### config.mk
export PLATFORM = sky130hd
export DESIGN_NAME = pfc_pwm_adc_trigger
export DESIGN_NICKNAME = d
export VERILOG_FILES = /design/src/pfc_pkg.sv /design/src/pfc_compare.sv /design/src/pfc_pwm_adc_trigger.sv
export VERILOG_INCLUDE_DIRS = /design/src
export SDC_FILE = /design/constraint.sdc
export NUM_CORES = 2
export LEC_CHECK = 0
export BUFFER_PORTS_ARGS = -buffer_cell sky130_fd_sc_hd__buf_2
export CAP_MARGIN = 40
export CORE_ASPECT_RATIO = 1.2
export CORE_UTILIZATION = 50
export CTS_BUF_LIST = sky130_fd_sc_hd__clkbuf_2
export DETAILED_ROUTE_END_ITERATION = 8
export HOLD_SLACK_MARGIN = 0.15
export PLACE_DENSITY = 0.66
export REMOVE_ABC_BUFFERS = 1
export SETUP_SLACK_MARGIN = 0.02
export SLEW_MARGIN = 10
export SYNTH_ARGS = -nofsm -noshare
export SYNTH_HDL_FRONTEND = slang
export SYNTH_HIERARCHICAL = 1
export SYNTH_SLANG_ARGS = --single-unit
### constraint.sdc
create_clock -name clk_sys -period 18.8 [get_ports clk_sys]
set_input_delay 0.94 -clock clk_sys [delete_from_list [all_inputs] [get_ports clk_sys]]
set_output_delay 0.94 -clock clk_sys [all_outputs]
set_load 0.005 [all_outputs]
### src/pfc_consts.svh
// Purpose: Shared constants for the corrector pulse generator
// Assumes: 25 MHz system clock
// Notes: Offsets are byte addresses on the plain register port
`ifndef PFC_CONSTS_SVH
`define PFC_CONSTS_SVH

`define PFC_CLK_HZ 25000000
`define PFC_CLK_NS 40
`define PFC_PWM_HZ 80000
`define PFC_PERIOD_CYC (`PFC_CLK_HZ / `PFC_PWM_HZ)
`define PFC_TRIG_MIN_NS 1000
`define PFC_TRIG_MIN_CYC \
  ((`PFC_TRIG_MIN_NS + `PFC_CLK_NS - 1) / `PFC_CLK_NS)
`define PFC_ADC_HZ 12000000
// Converter cycles counted in halves: 7.5 and 12.5
`define PFC_ADC_SMP_HALF 15
`define PFC_ADC_CONV_HALF 25
`define PFC_ADC_CONV_CYC \
  (((`PFC_ADC_SMP_HALF + `PFC_ADC_CONV_HALF) * `PFC_CLK_HZ \
  + 2 * `PFC_ADC_HZ - 1) / (2 * `PFC_ADC_HZ))

`define PFC_GAIN_SHIFT 10
`define PFC_KPV_INIT 16'h06a4
`define PFC_KIV_INIT 16'h00d5
`define PFC_KPI_INIT 16'h00e6
`define PFC_KII_INIT 16'h0038
`define PFC_VLOOP_DIV 400
`define PFC_INTEG_LIM 32'h00ffffff

`define PFC_VREF_INIT 12'hb80
`define PFC_VDC_MAX 12'hd00
`define PFC_VDC_MIN 12'h600
`define PFC_IAC_MAX 12'hf00

`define PFC_REG_CTRL 8'h00
`define PFC_REG_STATUS 8'h04
`define PFC_REG_IRQ_STAT 8'h08
`define PFC_REG_IRQ_MASK 8'h0c
`define PFC_REG_VREF 8'h10
`define PFC_REG_DUTY 8'h14
`define PFC_REG_GAIN 8'h18
`define PFC_REG_SAMPLE 8'h1c

`define PFC_IRQ_CONV 0
`define PFC_IRQ_FAULT 1
`define PFC_IRQ_STATE 2
`define PFC_IRQ_W 3

`endif

### src/pfc_pkg.sv
// Purpose: Types for the corrector pulse generator
// Assumes: Nothing beyond the constants header
// Notes: Used by scoped name only
`default_nettype none
package pfc_pkg;
  typedef enum logic [1:0] {
    PFC_STOPPED,
    PFC_WAITING,
    PFC_STARTING,
    PFC_RUNNING
  } pfc_state_t;

  typedef enum logic [1:0] {
    PFC_SEL_KPV,
    PFC_SEL_KIV,
    PFC_SEL_KPI,
    PFC_SEL_KII
  } pfc_gain_sel_t;
endpackage
`default_nettype wire

### src/pfc_compare.sv
// Purpose: One compare channel of the shared period counter
// Assumes: Counter restarts at zero each period
// Notes: Pulse is high from period start until the width is reached
`default_nettype none
module pfc_compare #(
  parameter int W = 9
) (
  input wire logic clk_sys,
  input wire logic sys_rst,
  input wire logic [W-1:0] count,
  input wire logic [W-1:0] width,
  output logic pulse
);
  logic pulse_reg;
  logic pulse_next;

  always_comb
  begin
    pulse_next = (count < width);
  end

  always_ff @(posedge clk_sys)
  begin
    if (sys_rst)
      pulse_reg <= 1'b0;
    else
      pulse_reg <= pulse_next;
  end

  assign pulse = pulse_reg;
endmodule // pfc_compare
`default_nettype wire

### src/pfc_pwm_adc_trigger.sv
// Purpose: Corrector pulse generator, conversion timing and control
// Assumes: All inputs synchronous to clk_sys; samples held by converter
// Notes: Period is rounded down to whole clock cycles
`include "pfc_consts.svh"
`default_nettype none
module pfc_pwm_adc_trigger (
  input wire logic clk_sys,
  input wire logic sys_rst,
  input wire logic [7:0] reg_addr,
  input wire logic [31:0] reg_wdata,
  input wire logic reg_wr,
  input wire logic reg_rd,
  output logic [31:0] reg_rdata,
  input wire logic mains_present,
  input wire logic oc_fault_in,
  input wire logic [11:0] adc_vdc,
  input wire logic [11:0] adc_iac,
  input wire logic [11:0] adc_vac,
  input wire logic btn_up,
  input wire logic btn_down,
  input wire logic btn_right,
  input wire logic btn_left,
  input wire logic restore_button,
  output logic switch_drive_channel,
  output logic adc_trigger_channel,
  output logic adc_start,
  output logic led_red,
  output logic led_orange,
  output logic led_blue,
  output logic led_green,
  output logic irq
);
  localparam logic [8:0] PERIOD_LAST = 9'(`PFC_PERIOD_CYC - 1);
  localparam logic [8:0] TRIG_MIN = 9'(`PFC_TRIG_MIN_CYC);
  localparam logic [5:0] CONV_LAST = 6'(`PFC_ADC_CONV_CYC - 1);
  localparam logic [8:0] VDIV_LAST = 9'(`PFC_VLOOP_DIV - 1);

  pfc_pkg::pfc_state_t state_reg, state_next;
  pfc_pkg::pfc_gain_sel_t sel_reg, sel_next;
  logic [8:0] cnt_reg, cnt_next;
  logic [8:0] duty_reg, duty_next;
  logic [8:0] drv_w_reg, drv_w_next;
  logic [8:0] trg_w_reg, trg_w_next;
  logic trg_prev_reg;
  logic conv_busy_reg, conv_busy_next;
  logic [5:0] conv_cnt_reg, conv_cnt_next;
  logic pair_reg, pair_next;
  logic run_reg, run_next;
  logic [8:0] vdiv_reg, vdiv_next;
  logic [11:0] vdc_reg, iac_reg, vac_reg;
  logic [11:0] vdc_next, iac_next, vac_next;
  logic [11:0] vref_reg, vref_next, iref_reg, iref_next;
  logic signed [31:0] integ_v_reg, integ_v_next;
  logic signed [31:0] integ_i_reg, integ_i_next;
  logic [15:0] gain_reg [4];
  logic [15:0] gain_next [4];
  logic [4:0] btn_prev_reg;
  logic [`PFC_IRQ_W-1:0] irq_stat_reg, irq_stat_next;
  logic [`PFC_IRQ_W-1:0] irq_mask_reg, irq_mask_next;
  logic [31:0] rdata_reg, rdata_next;
  logic drive_pulse, trig_pulse, boundary, conv_done, fault;
  logic active;
  logic [4:0] btn_rise;
  logic signed [12:0] err_v, err_i;
  logic signed [31:0] sum_v, sum_i, acc_v, acc_i;

  always_comb
  begin
    boundary = (cnt_reg == PERIOD_LAST);
    active = (state_reg != pfc_pkg::PFC_WAITING);
    cnt_next = cnt_reg;
    if (!active)
      cnt_next = 9'h000;
    else if (boundary)
      cnt_next = 9'h000;
    else
      cnt_next = cnt_reg + 9'h001;
    drv_w_next = drv_w_reg;
    trg_w_next = trg_w_reg;
    if (boundary)
    begin
      drv_w_next = duty_reg;
      trg_w_next = ((duty_reg >> 1) < TRIG_MIN) ? TRIG_MIN
                   : (duty_reg >> 1);
    end
  end

  pfc_compare #(.W(9)) u_drive (
    .clk_sys(clk_sys),
    .sys_rst(sys_rst),
    .count(cnt_reg),
    .width(drv_w_reg),
    .pulse(drive_pulse)
  );

  pfc_compare #(.W(9)) u_trig (
    .clk_sys(clk_sys),
    .sys_rst(sys_rst),
    .count(cnt_reg),
    .width(trg_w_reg),
    .pulse(trig_pulse)
  );

  assign switch_drive_channel = drive_pulse &&
    (state_reg == pfc_pkg::PFC_STARTING ||
     state_reg == pfc_pkg::PFC_RUNNING);
  assign adc_trigger_channel = trig_pulse;
  assign adc_start = trg_prev_reg && !trig_pulse;

  always_comb
  begin
    conv_busy_next = conv_busy_reg;
    conv_cnt_next = conv_cnt_reg;
    conv_done = 1'b0;
    vdc_next = vdc_reg;
    iac_next = iac_reg;
    vac_next = vac_reg;
    pair_next = pair_reg;
    run_next = 1'b0;
    if (adc_start)
    begin
      conv_busy_next = 1'b1;
      conv_cnt_next = CONV_LAST;
    end
    else if (conv_busy_reg)
    begin
      if (conv_cnt_reg == 6'h00)
      begin
        conv_busy_next = 1'b0;
        conv_done = 1'b1;
        vdc_next = adc_vdc;
        iac_next = adc_iac;
        vac_next = adc_vac;
        pair_next = !pair_reg;
        run_next = pair_reg;
      end
      else
        conv_cnt_next = conv_cnt_reg - 6'h01;
    end
  end

  // Regulators; integrators clamped to avoid windup
  always_comb
  begin
    err_v = $signed({1'b0, vref_reg}) - $signed({1'b0, vdc_reg});
    acc_v = integ_v_reg +
      32'($signed({1'b0, gain_reg[1]}) * err_v);
    if (acc_v > $signed(`PFC_INTEG_LIM))
      acc_v = $signed(`PFC_INTEG_LIM);
    else if (acc_v < -$signed(`PFC_INTEG_LIM))
      acc_v = -$signed(`PFC_INTEG_LIM);
    sum_v = (acc_v + 32'($signed({1'b0, gain_reg[0]}) * err_v))
            >>> `PFC_GAIN_SHIFT;
    err_i = $signed({1'b0, iref_reg}) - $signed({1'b0, iac_reg});
    acc_i = integ_i_reg +
      32'($signed({1'b0, gain_reg[3]}) * err_i);
    if (acc_i > $signed(`PFC_INTEG_LIM))
      acc_i = $signed(`PFC_INTEG_LIM);
    else if (acc_i < -$signed(`PFC_INTEG_LIM))
      acc_i = -$signed(`PFC_INTEG_LIM);
    sum_i = (acc_i + 32'($signed({1'b0, gain_reg[2]}) * err_i))
            >>> `PFC_GAIN_SHIFT;
    integ_v_next = integ_v_reg;
    integ_i_next = integ_i_reg;
    iref_next = iref_reg;
    duty_next = duty_reg;
    vdiv_next = vdiv_reg;
    if (state_reg == pfc_pkg::PFC_STOPPED ||
        state_reg == pfc_pkg::PFC_WAITING)
    begin
      integ_v_next = 32'sh0;
      integ_i_next = 32'sh0;
      duty_next = 9'h000;
      vdiv_next = 9'h000;
    end
    else if (run_reg)
    begin
      // voltage loop divider
      // First run sets a reference at once
      vdiv_next = (vdiv_reg == VDIV_LAST) ? 9'h000 : vdiv_reg + 9'h001;
      if (vdiv_reg == 9'h000)
      begin
        integ_v_next = acc_v;
        if (sum_v < 0)
          iref_next = 12'h000;
        else if (sum_v > 32'sd4095)
          iref_next = 12'hfff;
        else
          iref_next = sum_v[11:0];
      end
      integ_i_next = acc_i;
      if (sum_i < 0)
        duty_next = 9'h000;
      else if (sum_i > $signed({23'h0, PERIOD_LAST}))
        duty_next = PERIOD_LAST;
      else
        duty_next = sum_i[8:0];
    end
  end

  always_comb
  begin
    state_next = state_reg;
    fault = 1'b0;
    if (state_reg == pfc_pkg::PFC_STARTING ||
        state_reg == pfc_pkg::PFC_RUNNING)
      fault = oc_fault_in || (vdc_reg > `PFC_VDC_MAX) ||
              (state_reg == pfc_pkg::PFC_RUNNING &&
               vdc_reg < `PFC_VDC_MIN) ||
              (iac_reg > `PFC_IAC_MAX);
    unique case (state_reg)
      pfc_pkg::PFC_WAITING:
        if (mains_present)
          state_next = pfc_pkg::PFC_STARTING;
      pfc_pkg::PFC_STARTING:
        if (fault)
          state_next = pfc_pkg::PFC_STOPPED;
        else if (run_reg)
          state_next = pfc_pkg::PFC_RUNNING;
      pfc_pkg::PFC_RUNNING:
        if (fault)
          state_next = pfc_pkg::PFC_STOPPED;
      pfc_pkg::PFC_STOPPED:
        if (reg_wr && reg_addr == `PFC_REG_CTRL && reg_wdata[0])
          state_next = pfc_pkg::PFC_WAITING;
    endcase
  end

  assign led_red = (state_reg == pfc_pkg::PFC_STOPPED);
  assign led_orange = (state_reg == pfc_pkg::PFC_WAITING);
  assign led_blue = (state_reg == pfc_pkg::PFC_STARTING);
  assign led_green = (state_reg == pfc_pkg::PFC_RUNNING);

  always_comb
  begin
    btn_rise = {btn_up, btn_down, btn_right, btn_left, restore_button}
               & ~btn_prev_reg;
    sel_next = sel_reg;
    for (int k = 0; k < 4; k++)
      gain_next[k] = gain_reg[k];
    if (state_reg == pfc_pkg::PFC_RUNNING)
    begin
      if (btn_rise[4])
        sel_next = pfc_pkg::pfc_gain_sel_t'(sel_reg - 2'd1);
      else if (btn_rise[3])
        sel_next = pfc_pkg::pfc_gain_sel_t'(sel_reg + 2'd1);
      if (btn_rise[0])
      begin
        unique case (sel_reg)
          pfc_pkg::PFC_SEL_KPV: gain_next[0] = `PFC_KPV_INIT;
          pfc_pkg::PFC_SEL_KIV: gain_next[1] = `PFC_KIV_INIT;
          pfc_pkg::PFC_SEL_KPI: gain_next[2] = `PFC_KPI_INIT;
          pfc_pkg::PFC_SEL_KII: gain_next[3] = `PFC_KII_INIT;
        endcase
      end
      else if (btn_rise[2] && gain_reg[sel_reg] != 16'hffff)
        gain_next[sel_reg] = gain_reg[sel_reg] + 16'h0001;
      else if (btn_rise[1] && gain_reg[sel_reg] != 16'h0000)
        gain_next[sel_reg] = gain_reg[sel_reg] - 16'h0001;
    end
  end

  // Register port; a set event wins over a clear
  always_comb
  begin
    vref_next = vref_reg;
    irq_mask_next = irq_mask_reg;
    irq_stat_next = irq_stat_reg;
    if (reg_wr && reg_addr == `PFC_REG_VREF)
      vref_next = reg_wdata[11:0];
    if (reg_wr && reg_addr == `PFC_REG_IRQ_MASK)
      irq_mask_next = reg_wdata[`PFC_IRQ_W-1:0];
    if (reg_wr && reg_addr == `PFC_REG_IRQ_STAT)
      irq_stat_next = irq_stat_reg & ~reg_wdata[`PFC_IRQ_W-1:0];
    if (conv_done && pair_reg)
      irq_stat_next[`PFC_IRQ_CONV] = 1'b1;
    if (fault)
      irq_stat_next[`PFC_IRQ_FAULT] = 1'b1;
    if (state_next != state_reg)
      irq_stat_next[`PFC_IRQ_STATE] = 1'b1;
    rdata_next = 32'h00000000;
    if (reg_rd)
    begin
      case (reg_addr)
        `PFC_REG_STATUS: rdata_next = {26'h0, sel_reg, conv_busy_reg,
                                       mains_present, state_reg};
        `PFC_REG_IRQ_STAT: rdata_next = {29'h0, irq_stat_reg};
        `PFC_REG_IRQ_MASK: rdata_next = {29'h0, irq_mask_reg};
        `PFC_REG_VREF: rdata_next = {20'h0, vref_reg};
        `PFC_REG_DUTY: rdata_next = {7'h0, trg_w_reg, 7'h0, drv_w_reg};
        `PFC_REG_GAIN: rdata_next = {gain_reg[sel_reg], 4'h0, iref_reg};
        `PFC_REG_SAMPLE: rdata_next = {8'h0, vac_reg, iac_reg[11:4],
                                       vdc_reg[11:8]};
        default: rdata_next = 32'h00000000;
      endcase
    end
  end

  assign reg_rdata = rdata_reg;
  assign irq = |(irq_stat_reg & irq_mask_reg);

  always_ff @(posedge clk_sys)
  begin
    if (sys_rst)
    begin
      state_reg <= pfc_pkg::PFC_WAITING;
      sel_reg <= pfc_pkg::PFC_SEL_KPV;
      cnt_reg <= 9'h000;
      duty_reg <= 9'h000;
      drv_w_reg <= 9'h000;
      trg_w_reg <= 9'h000;
      trg_prev_reg <= 1'b0;
      conv_busy_reg <= 1'b0;
      conv_cnt_reg <= 6'h00;
      pair_reg <= 1'b0;
      run_reg <= 1'b0;
      vdiv_reg <= 9'h000;
      vdc_reg <= 12'h000;
      iac_reg <= 12'h000;
      vac_reg <= 12'h000;
      vref_reg <= `PFC_VREF_INIT;
      iref_reg <= 12'h000;
      integ_v_reg <= 32'sh0;
      integ_i_reg <= 32'sh0;
      gain_reg[0] <= `PFC_KPV_INIT;
      gain_reg[1] <= `PFC_KIV_INIT;
      gain_reg[2] <= `PFC_KPI_INIT;
      gain_reg[3] <= `PFC_KII_INIT;
      btn_prev_reg <= 5'h00;
      irq_stat_reg <= 3'h0;
      irq_mask_reg <= 3'h0;
      rdata_reg <= 32'h00000000;
    end
    else
    begin
      state_reg <= state_next;
      sel_reg <= sel_next;
      cnt_reg <= cnt_next;
      duty_reg <= duty_next;
      drv_w_reg <= drv_w_next;
      trg_w_reg <= trg_w_next;
      trg_prev_reg <= trig_pulse;
      conv_busy_reg <= conv_busy_next;
      conv_cnt_reg <= conv_cnt_next;
      pair_reg <= pair_next;
      run_reg <= run_next;
      vdiv_reg <= vdiv_next;
      vdc_reg <= vdc_next;
      iac_reg <= iac_next;
      vac_reg <= vac_next;
      vref_reg <= vref_next;
      iref_reg <= iref_next;
      integ_v_reg <= integ_v_next;
      integ_i_reg <= integ_i_next;
      for (int k = 0; k < 4; k++)
        gain_reg[k] <= gain_next[k];
      btn_prev_reg <= {btn_up, btn_down, btn_right, btn_left,
                       restore_button};
      irq_stat_reg <= irq_stat_next;
      irq_mask_reg <= irq_mask_next;
      rdata_reg <= rdata_next;
    end
  end
endmodule // pfc_pwm_adc_trigger
`default_nettype wire

# --- Word level (Yosys, flattened, before mapping) ---
# Memory sizes are Yosys's and may differ from the RTL's. A register that Yosys moved wholly into a read port is not among the register bits.
# Cells that the tools add are included.
totals:
  mem_count: 1
  regBits: 228
  wordCells: 193
  ram_bits: 64
mem_list:
  columns: ["name", "words", "word_bits", "read_ports", "rd_clocked_by_memory_dff", "write_ports", "line_no", "rtl"]
  rows:
  - ["gain_reg", 4, 16, 5, 1, 4, "pfc_pwm_adc_trigger.sv:55", "logic [15:0] gain_reg [4];"]
op_classes:
  mul: 4
  n_reduce_logical: 42
  bitwise_logic: 16
  addsub: 13
  magnitude_cmp: 16
  mux: 54
  n_eq_ne: 19
ops:
  columns: ["operator", "n"]
  rows:
  - ["64-bit two-way mux", 4]
  - ["32-bit one-hot mux with 7 select lines", 1]
  - ["16-bit two-way mux", 9]
  - ["32-bit by 30-bit adder with 32-bit output", 4]
  - ["64-bit bitwise mux", 2]
  - ["32-bit two-way mux", 4]
  - ["17-bit by 13-bit multiplier with 30-bit output", 4]
  - ["32-bit by 25-bit > comparator with 1-bit output (second input constant)", 2]
  - ["32-bit by 25-bit < comparator with 1-bit output (second input constant)", 2]
  - ["22-bit by 1-bit < comparator with 1-bit output (second input constant)", 2]
  - ["16-bit demux with 2-bit select", 1]
  - ["8-bit by 5-bit == test with 1-bit output (second input constant)", 4]
  - ["9-bit two-way mux", 3]
  - ["12-bit by 12-bit subtractor with 13-bit output", 2]
  - ["12-bit > comparator (second input constant)", 2]
  - ["12-bit two-way mux", 2]
  - ["22-bit by 10-bit > comparator with 1-bit output (second input constant)", 1]
  - ["22-bit by 13-bit > comparator with 1-bit output (second input constant)", 1]
  - ["9-bit by 1-bit adder with 9-bit output (second input constant)", 2]
  - ["9-bit == test (second input constant)", 2]
  - ["9-bit < comparator", 2]
  - ["2-bit two-way mux", 9]
  - ["6-bit two-way mux", 3]
  - ["16-bit by 1-bit adder with 16-bit output (second input constant)", 1]
  - ["41 further kinds", 95]

# --- Longest topological paths before layout ---
logic_depth:
  ltp_word: 11
  mapped_depth: 69
  depth_no_buf: 64

# --- Hierarchy ---
# Netlist, hierarchy kept.
modules_own_cells:
  columns: ["module", "cells_each", "n_inst", "area_each_um2"]
  rows:
  - ["pfc_pwm_adc_trigger", 5461, 1, 46859.9]
  - ["pfc_compare", 31, 2, 234.0]

# --- Worst setup path before layout ---
# No wires, ideal clock.
synth_timing:
  path_kind: "reg2reg"
  startpoint: "reg iac_reg[1]"
  endpoint: "reg duty_reg[0]"
  path_stages_with_launch: 66
  slack_ns: 3.954
  synth_period_minus_slack_ns: 14.846
  required_ns: 18.726
  arrival_ns: 14.772
  path_buffers: 4
  cell_sequence: "dfxtp_1 > inv_1 > ha_1 > nor2b_1 > o21ai_0 > nand2b_1 > and2_1 > o21ai_0 > nand2b_1 > a21o_1 > a21o_1 > a21o_1 > a21o_1 > a21o_1 > a21oi_1 > xnor2_1 > clkbuf_1 > nand2_1 > [30 not listed] > fa_1 > inv_1 > ha_1 > clkbuf_1 > a21o_1 > o21bai_1 > a21o_1 > a21o_1 > a21o_1 > a21o_1 > a21oi_1 > o21ai_0 > a311o_1 > a211oi_1 > nand4_1 > o31a_1 > or3_4 > a31oi_1"
synth_via:
  elab_chain_len: 10
synth_rtl:
  columns: ["item", "line_no", "rtl"]
  rows:
  - ["from (decl)", "pfc_pwm_adc_trigger.sv:50", "logic [11:0] vdc_reg, iac_reg, vac_reg;"]
  - ["from (signal assigned)", "pfc_pwm_adc_trigger.sv:349", "iac_reg <= iac_next;"]
  - ["12-bit by 12-bit subtractor with 13-bit output *", "pfc_pwm_adc_trigger.sv:154", "err_i = $signed({1'b0, iref_reg}) - $signed({1'b0, iac_reg});"]
  - ["17-bit by 13-bit multiplier with 30-bit output *", "pfc_pwm_adc_trigger.sv:156", "32'($signed({1'b0, gain_reg[3]}) * err_i);"]
  - ["32-bit by 30-bit adder with 32-bit output *", "pfc_pwm_adc_trigger.sv:155", "acc_i = integ_i_reg +"]
  - ["32-bit by 25-bit < comparator with 1-bit output", "pfc_pwm_adc_trigger.sv:159", "else if (acc_i < -$signed(`PFC_INTEG_LIM))"]
  - ["32-bit two-way mux", "pfc_pwm_adc_trigger.sv:159", null]
  - ["32-bit two-way mux *", "pfc_pwm_adc_trigger.sv:157", "if (acc_i > $signed(`PFC_INTEG_LIM))"]
  - ["net acc_i[24]", "pfc_pwm_adc_trigger.sv:65", "logic signed [31:0] sum_v, sum_i, acc_v, acc_i;"]
  - ["32-bit by 30-bit adder with 32-bit output *", "pfc_pwm_adc_trigger.sv:161", "sum_i = (acc_i + 32'($signed({1'b0, gain_reg[2]}) * err_i))"]
  - ["22-bit by 10-bit > comparator with 1-bit output", "pfc_pwm_adc_trigger.sv:194", "else if (sum_i > $signed({23'h0, PERIOD_LAST}))"]
  - ["9-bit two-way mux", "pfc_pwm_adc_trigger.sv:194", null]
  - ["9-bit two-way mux *", "pfc_pwm_adc_trigger.sv:192", "if (sum_i < 0)"]
  - ["to (signal assigned)", "pfc_pwm_adc_trigger.sv:339", "duty_reg <= duty_next;"]
  - ["to (decl)", "pfc_pwm_adc_trigger.sv:41", "logic [8:0] duty_reg, duty_next;"]
# Mark *: on every way through the listed nets, which the timed path passes. The rest lies on a longest branch.
# A chain may end at the register's enable or synchronous reset.

# --- Worst setup path in the final report ---
layout_timing:
  startpoint: "reg vref_reg[1]"
  endpoint: "reg iref_reg[3]"
layout_via:
  elab_chain_len: 10
layout_rtl:
  columns: ["item", "line_no", "rtl"]
  rows:
  - ["from (decl)", "pfc_pwm_adc_trigger.sv:52", "logic [11:0] vref_reg, vref_next, iref_reg, iref_next;"]
  - ["from (signal assigned)", "pfc_pwm_adc_trigger.sv:321", "vref_reg <= `PFC_VREF_INIT;"]
  - ["from (signal assigned)", "pfc_pwm_adc_trigger.sv:351", "vref_reg <= vref_next;"]
  - ["12-bit by 12-bit subtractor with 13-bit output *", "pfc_pwm_adc_trigger.sv:145", "err_v = $signed({1'b0, vref_reg}) - $signed({1'b0, vdc_reg});"]
  - ["17-bit by 13-bit multiplier with 30-bit output *", "pfc_pwm_adc_trigger.sv:147", "32'($signed({1'b0, gain_reg[1]}) * err_v);"]
  - ["32-bit by 30-bit adder with 32-bit output *", "pfc_pwm_adc_trigger.sv:146", "acc_v = integ_v_reg +"]
  - ["32-bit by 25-bit < comparator with 1-bit output", "pfc_pwm_adc_trigger.sv:150", "else if (acc_v < -$signed(`PFC_INTEG_LIM))"]
  - ["32-bit two-way mux", "pfc_pwm_adc_trigger.sv:150", null]
  - ["32-bit two-way mux *", "pfc_pwm_adc_trigger.sv:148", "if (acc_v > $signed(`PFC_INTEG_LIM))"]
  - ["net acc_v[24]", "pfc_pwm_adc_trigger.sv:65", null]
  - ["32-bit by 30-bit adder with 32-bit output *", "pfc_pwm_adc_trigger.sv:152", "sum_v = (acc_v + 32'($signed({1'b0, gain_reg[0]}) * err_v))"]
  - ["22-bit by 13-bit > comparator with 1-bit output", "pfc_pwm_adc_trigger.sv:186", "else if (sum_v > 32'sd4095)"]
  - ["12-bit two-way mux", "pfc_pwm_adc_trigger.sv:186", null]
  - ["12-bit two-way mux *", "pfc_pwm_adc_trigger.sv:184", "if (sum_v < 0)"]
  - ["to (signal assigned)", "pfc_pwm_adc_trigger.sv:352", "iref_reg <= iref_next;"]
  - ["to (decl)", "pfc_pwm_adc_trigger.sv:52", null]
# Marks and branches as above.

==> reports/summary.txt <==
====================================================================================
Cell with the biggest individual delay on the critical path             sky130_fd_sc_hd__a21oi_1
Internal power component                                                     3.09 mW
Fraction of the yosys area taken by sequential cells                           12.4%
Count of max-cap constraint violations                                             0
Number of iterations in the first detailed-routing pass                            6
Main area contributors after synthesis                                  sky130_fd_sc_hd__fa_1 30%, sky130_fd_sc_hd__ha_1 13%, sky130_fd_sc_hd__dfxtp_1 12%
Main combinational cell family by area after synthesis                   adder cells
NumNets Final                                                                   6857
Area share of and/or/nand/nor cells after synthesis                            18.5%
Commonest non-fill, non-tap cell in the layout                          sky130_fd_sc_hd__inv_1
RSZ-0062 raised after global routing                                              no
Synthesis-to-finish area growth                                                6.40%
Clock network fraction of design power                                          6.9%
Final weighted congestion of routability-driven global placement               0.939
Area inside the core boundary                                            93700 sq um
Cell row count                                                                   123
Number of H-tree levels                                                            3
Wire length after detailed routing                                         132000 um
Post-synth top area cell                                                sky130_fd_sc_hd__fa_1
Compound-gate portion of the synthesized area                                  11.2%
Top achievable clock speed                                                0.0582 GHz
Initial cell density of the core                                               50.5%
Share of Yosys cell area claimed by the top area cell type                     30.5%
Adder-cell share of the synthesized area                                       43.4%
Cts bufs inserted                                                                 84
Sum of negative setup slack                                                     0 ns
Mapped Avg Cell Area                                                      8.57 sq um
Share of flip-flops with an asynchronous set or reset after synthesis             0%
Number of failing setup endpoints in the final timing report                       0
Global Route Usage Sum                                                         28.4%
Relative slew slack                                                            37.8%
Kind of path behind the tightest hold check                                   in2reg
Die height                                                                    339 um
Maximum root-to-sink buffer count                                                  3
Crit. End Element                                                           register
Sinks on Clock Net                                                               293
Total DRC errors in the routed layout                                              0
Commonest cells after routing, fill and taps aside                      916 x sky130_fd_sc_hd__inv_1, 784 x sky130_fd_sc_hd__nand2_1, 720 x sky130_fd_sc_hd__fa_1, 489 x sky130_fd_sc_hd__ha_1, 292 x sky130_fd_sc_hd__dfxtp_1
Count of buffers from port buffering                                             106
Dpl hpwl                                                                   105000 um
Routed vias                                                                    38400
Die width                                                                     283 um
IR Drop Worst-Case VDD                                                      0.263 mV
FF+latch count, synth                                                            293
Comb pwr share                                                                 84.1%
Share of synthesized area spent on multiplexers                                2.37%
Post-Synth XOR/XNOR Area                                                       2.60%
Status                                                                  finished, final reports clean
Violation count after the first detailed-routing iteration                      2502
Final antenna-violating net count                                                  0
Worst Setup Start Kind                                                      register
Maximum single-stage delay on the critical path                              0.81 ns
Switching Share                                                                56.6%
Critical path fanouts, max                                                        21
Cell area power density                                                  141 nW/um^2
Final clock period utilization by the worst path                               91.4%
Hold Worst Slack                                                            0.380 ns
Number of pins with negative max-slew slack in the final report                    0
Startpoint-to-endpoint class of the critical path                            reg2reg
Final Critical Period                                                       17.18 ns
Post-CTS Resized                                                                   0
First-pass GRT wire length                                                 213000 um
Top-Level Pins                                                                   127
Flip-flop count of the largest register, all copies and words added               64
Number of synthesized flops with an enable pin                                     0
Buffer type at the clock tree root                                      sky130_fd_sc_hd__clkbuf_2
Largest net degree at the start of global routing                                 78
Clock tree from TritonCTS                                                       done
Worst endpoint data arrival time                                            18.12 ns
Flop pwr share                                                                  9.0%
Number of instances in the synthesized netlist                                  5523
Average wire per standard cell                                               19.2 um
Share of final-layout standard cells stronger than drive strength 1            7.30%
Data required time of the worst path                                        19.74 ns
Final Hold Fails                                                                   0
Number of vias per cell after detailed routing                                  5.59
Clock Skew                                                                  0.135 ns
Ys Warns                                                                           6
DIE AREA                                                                 95900 sq um
GR Overflow Total                                                                  0
Count of distinct cell types in the synthesized netlist                          104
Clk pin slew, worst setup/hold paths                                         0.10 ns
Leakage power total                                                          24.4 nW
Number of global-route vias before repair                                      40400
Primary flip-flop cell chosen by synthesis mapping                      sky130_fd_sc_hd__dfxtp_1
Net load switching power                                                     4.03 mW
Latest clock arrival within the worst-skew pair                              1.18 ns
Cell area after technology mapping                                       47300 sq um
Number of antenna violations at the first check in global routing                  9
Worst Max-Slew Pin Slew                                                     0.932 ns
Critical path's most frequent cell                                      sky130_fd_sc_hd__fa_1
====================================================================================
[kinds of logic (layout without fill, tap and decap cells)]
family                     after synthesis  count (layout)
adders and majority gates             1209            1209
other                                    1               8
muxes                                   90              90
and+or+nand+nor                       1816            1816
xor gates and xnor gates               133             133
buffers and inverters                 1191            1281
AOI/OAI and AO/OA                      790             790
DFF                                    293             293
[synth_stat cells (106+ instances only)]
library cell / n
sky130_fd_sc_hd__ha_1: 489
sky130_fd_sc_hd__clkbuf_1: 244
sky130_fd_sc_hd__fa_1: 720
sky130_fd_sc_hd__nor2_1: 264
sky130_fd_sc_hd__a21o_1: 106
sky130_fd_sc_hd__a21oi_1: 260
sky130_fd_sc_hd__and2_1: 261
sky130_fd_sc_hd__nand2b_1: 118
sky130_fd_sc_hd__nand2_1: 785
sky130_fd_sc_hd__inv_1: 916
sky130_fd_sc_hd__dfxtp_1: 293
sky130_fd_sc_hd__nor2b_1: 111
[cell type report]
cell class,count,area [sq um]
antenna,7,17.5
clock buffer,109,546
clock inverter,29,176
fill,8858,43400
inverter,919,3450
multi-input combinational,4039,37100
sequential,293,5870
tap,1250,1560
timing repair buffer,224,1640
[power groups by stage]
stage | Clock, mW | Combinational (mW) | Sequential (mW)
after floorplan | 0 | 4.32 | 0.649
after detailed placement | 0 | 5.88 | 0.654
after global routing | 0.539 | 6.72 | 0.641
final | 0.489 | 5.99 | 0.640
after global placement | 0 | 5.83 | 0.655
after CTS | 0.510 | 5.95 | 0.639
[critical path, delay by kind of cell, from the launching register on]
family	cells	cell delay, ns
XOR/XNOR	3	1.10
buffers and inverters	9	0.83
adder cells (fa/ha/maj)	15	6.60
AND/OR/NAND/NOR	10	2.38
flip-flops	1	0.47
AO/OA/AOI/OAI	23	5.61
[repair_timing]
action	CTS	global route
endpoints found under the setup margin	0	0
buffers inserted	0	0
hold buffers	59	0
endpoints found under the hold margin	67	0
[path summary, 6_finish.rpt]
| check | start | endpoint | slack, ns | cells after the start |
|---|---|---|---|---|
| worst max register to register | vref_reg[1]$_SDFFE_PP0P_ | iref_reg[3]$_SDFFE_PP0P_ | 1.62 | 60 |
| worst max-delay path | vref_reg[1]$_SDFFE_PP0P_ | iref_reg[3]$_SDFFE_PP0P_ | 1.62 | 60 |
| worst min-delay path | reg_wr | state_reg[0]$_SDFF_PP1_ | 0.38 | 4 |
| worst min register to register | duty_reg[0]$_SDFFE_PP0P_ | drv_w_reg[0]$_SDFFE_PP0P_ | 0.46 | 2 |
[through the flow]
| stage | util, % | area (sq um) | power [mW] | instances | setup slack, ns |
|---|---|---|---|---|---|
| 6_report | 53.7 | 50400 | 7.12 | 6870 | 1.62 |
| 3_5_place_dp | 52.3 | 49000 | 6.53 | 6666 | 1.67 |
| 5_1_grt | 53.7 | 50400 | 7.90 | 6868 | 0.623 |
| 2_1_floorplan | - | 46300 | 4.97 | 5251 | 3.50 |
| 3_3_place_gp | 52.2 | 48900 | 6.49 | 6656 | 1.72 |
| 4_1_cts | 53.7 | 50300 | 7.10 | 6863 | 1.60 |
[layer usage]
layer / up-vias / wire [um] / GRT usage (%) / part of all wire (%)
met5: - / 41 / 0 / 0.031
met4: 6 / 9330 / 18.3 / 7.1
met3: 381 / 6690 / 3.98 / 5.1
met2: 1139 / 64900 / 48.2 / 49
met1: 19200 / 50700 / 33.4 / 39
li1: 17700 / - / - / -
No activity file was read; power rests on OpenSTA's default activity.
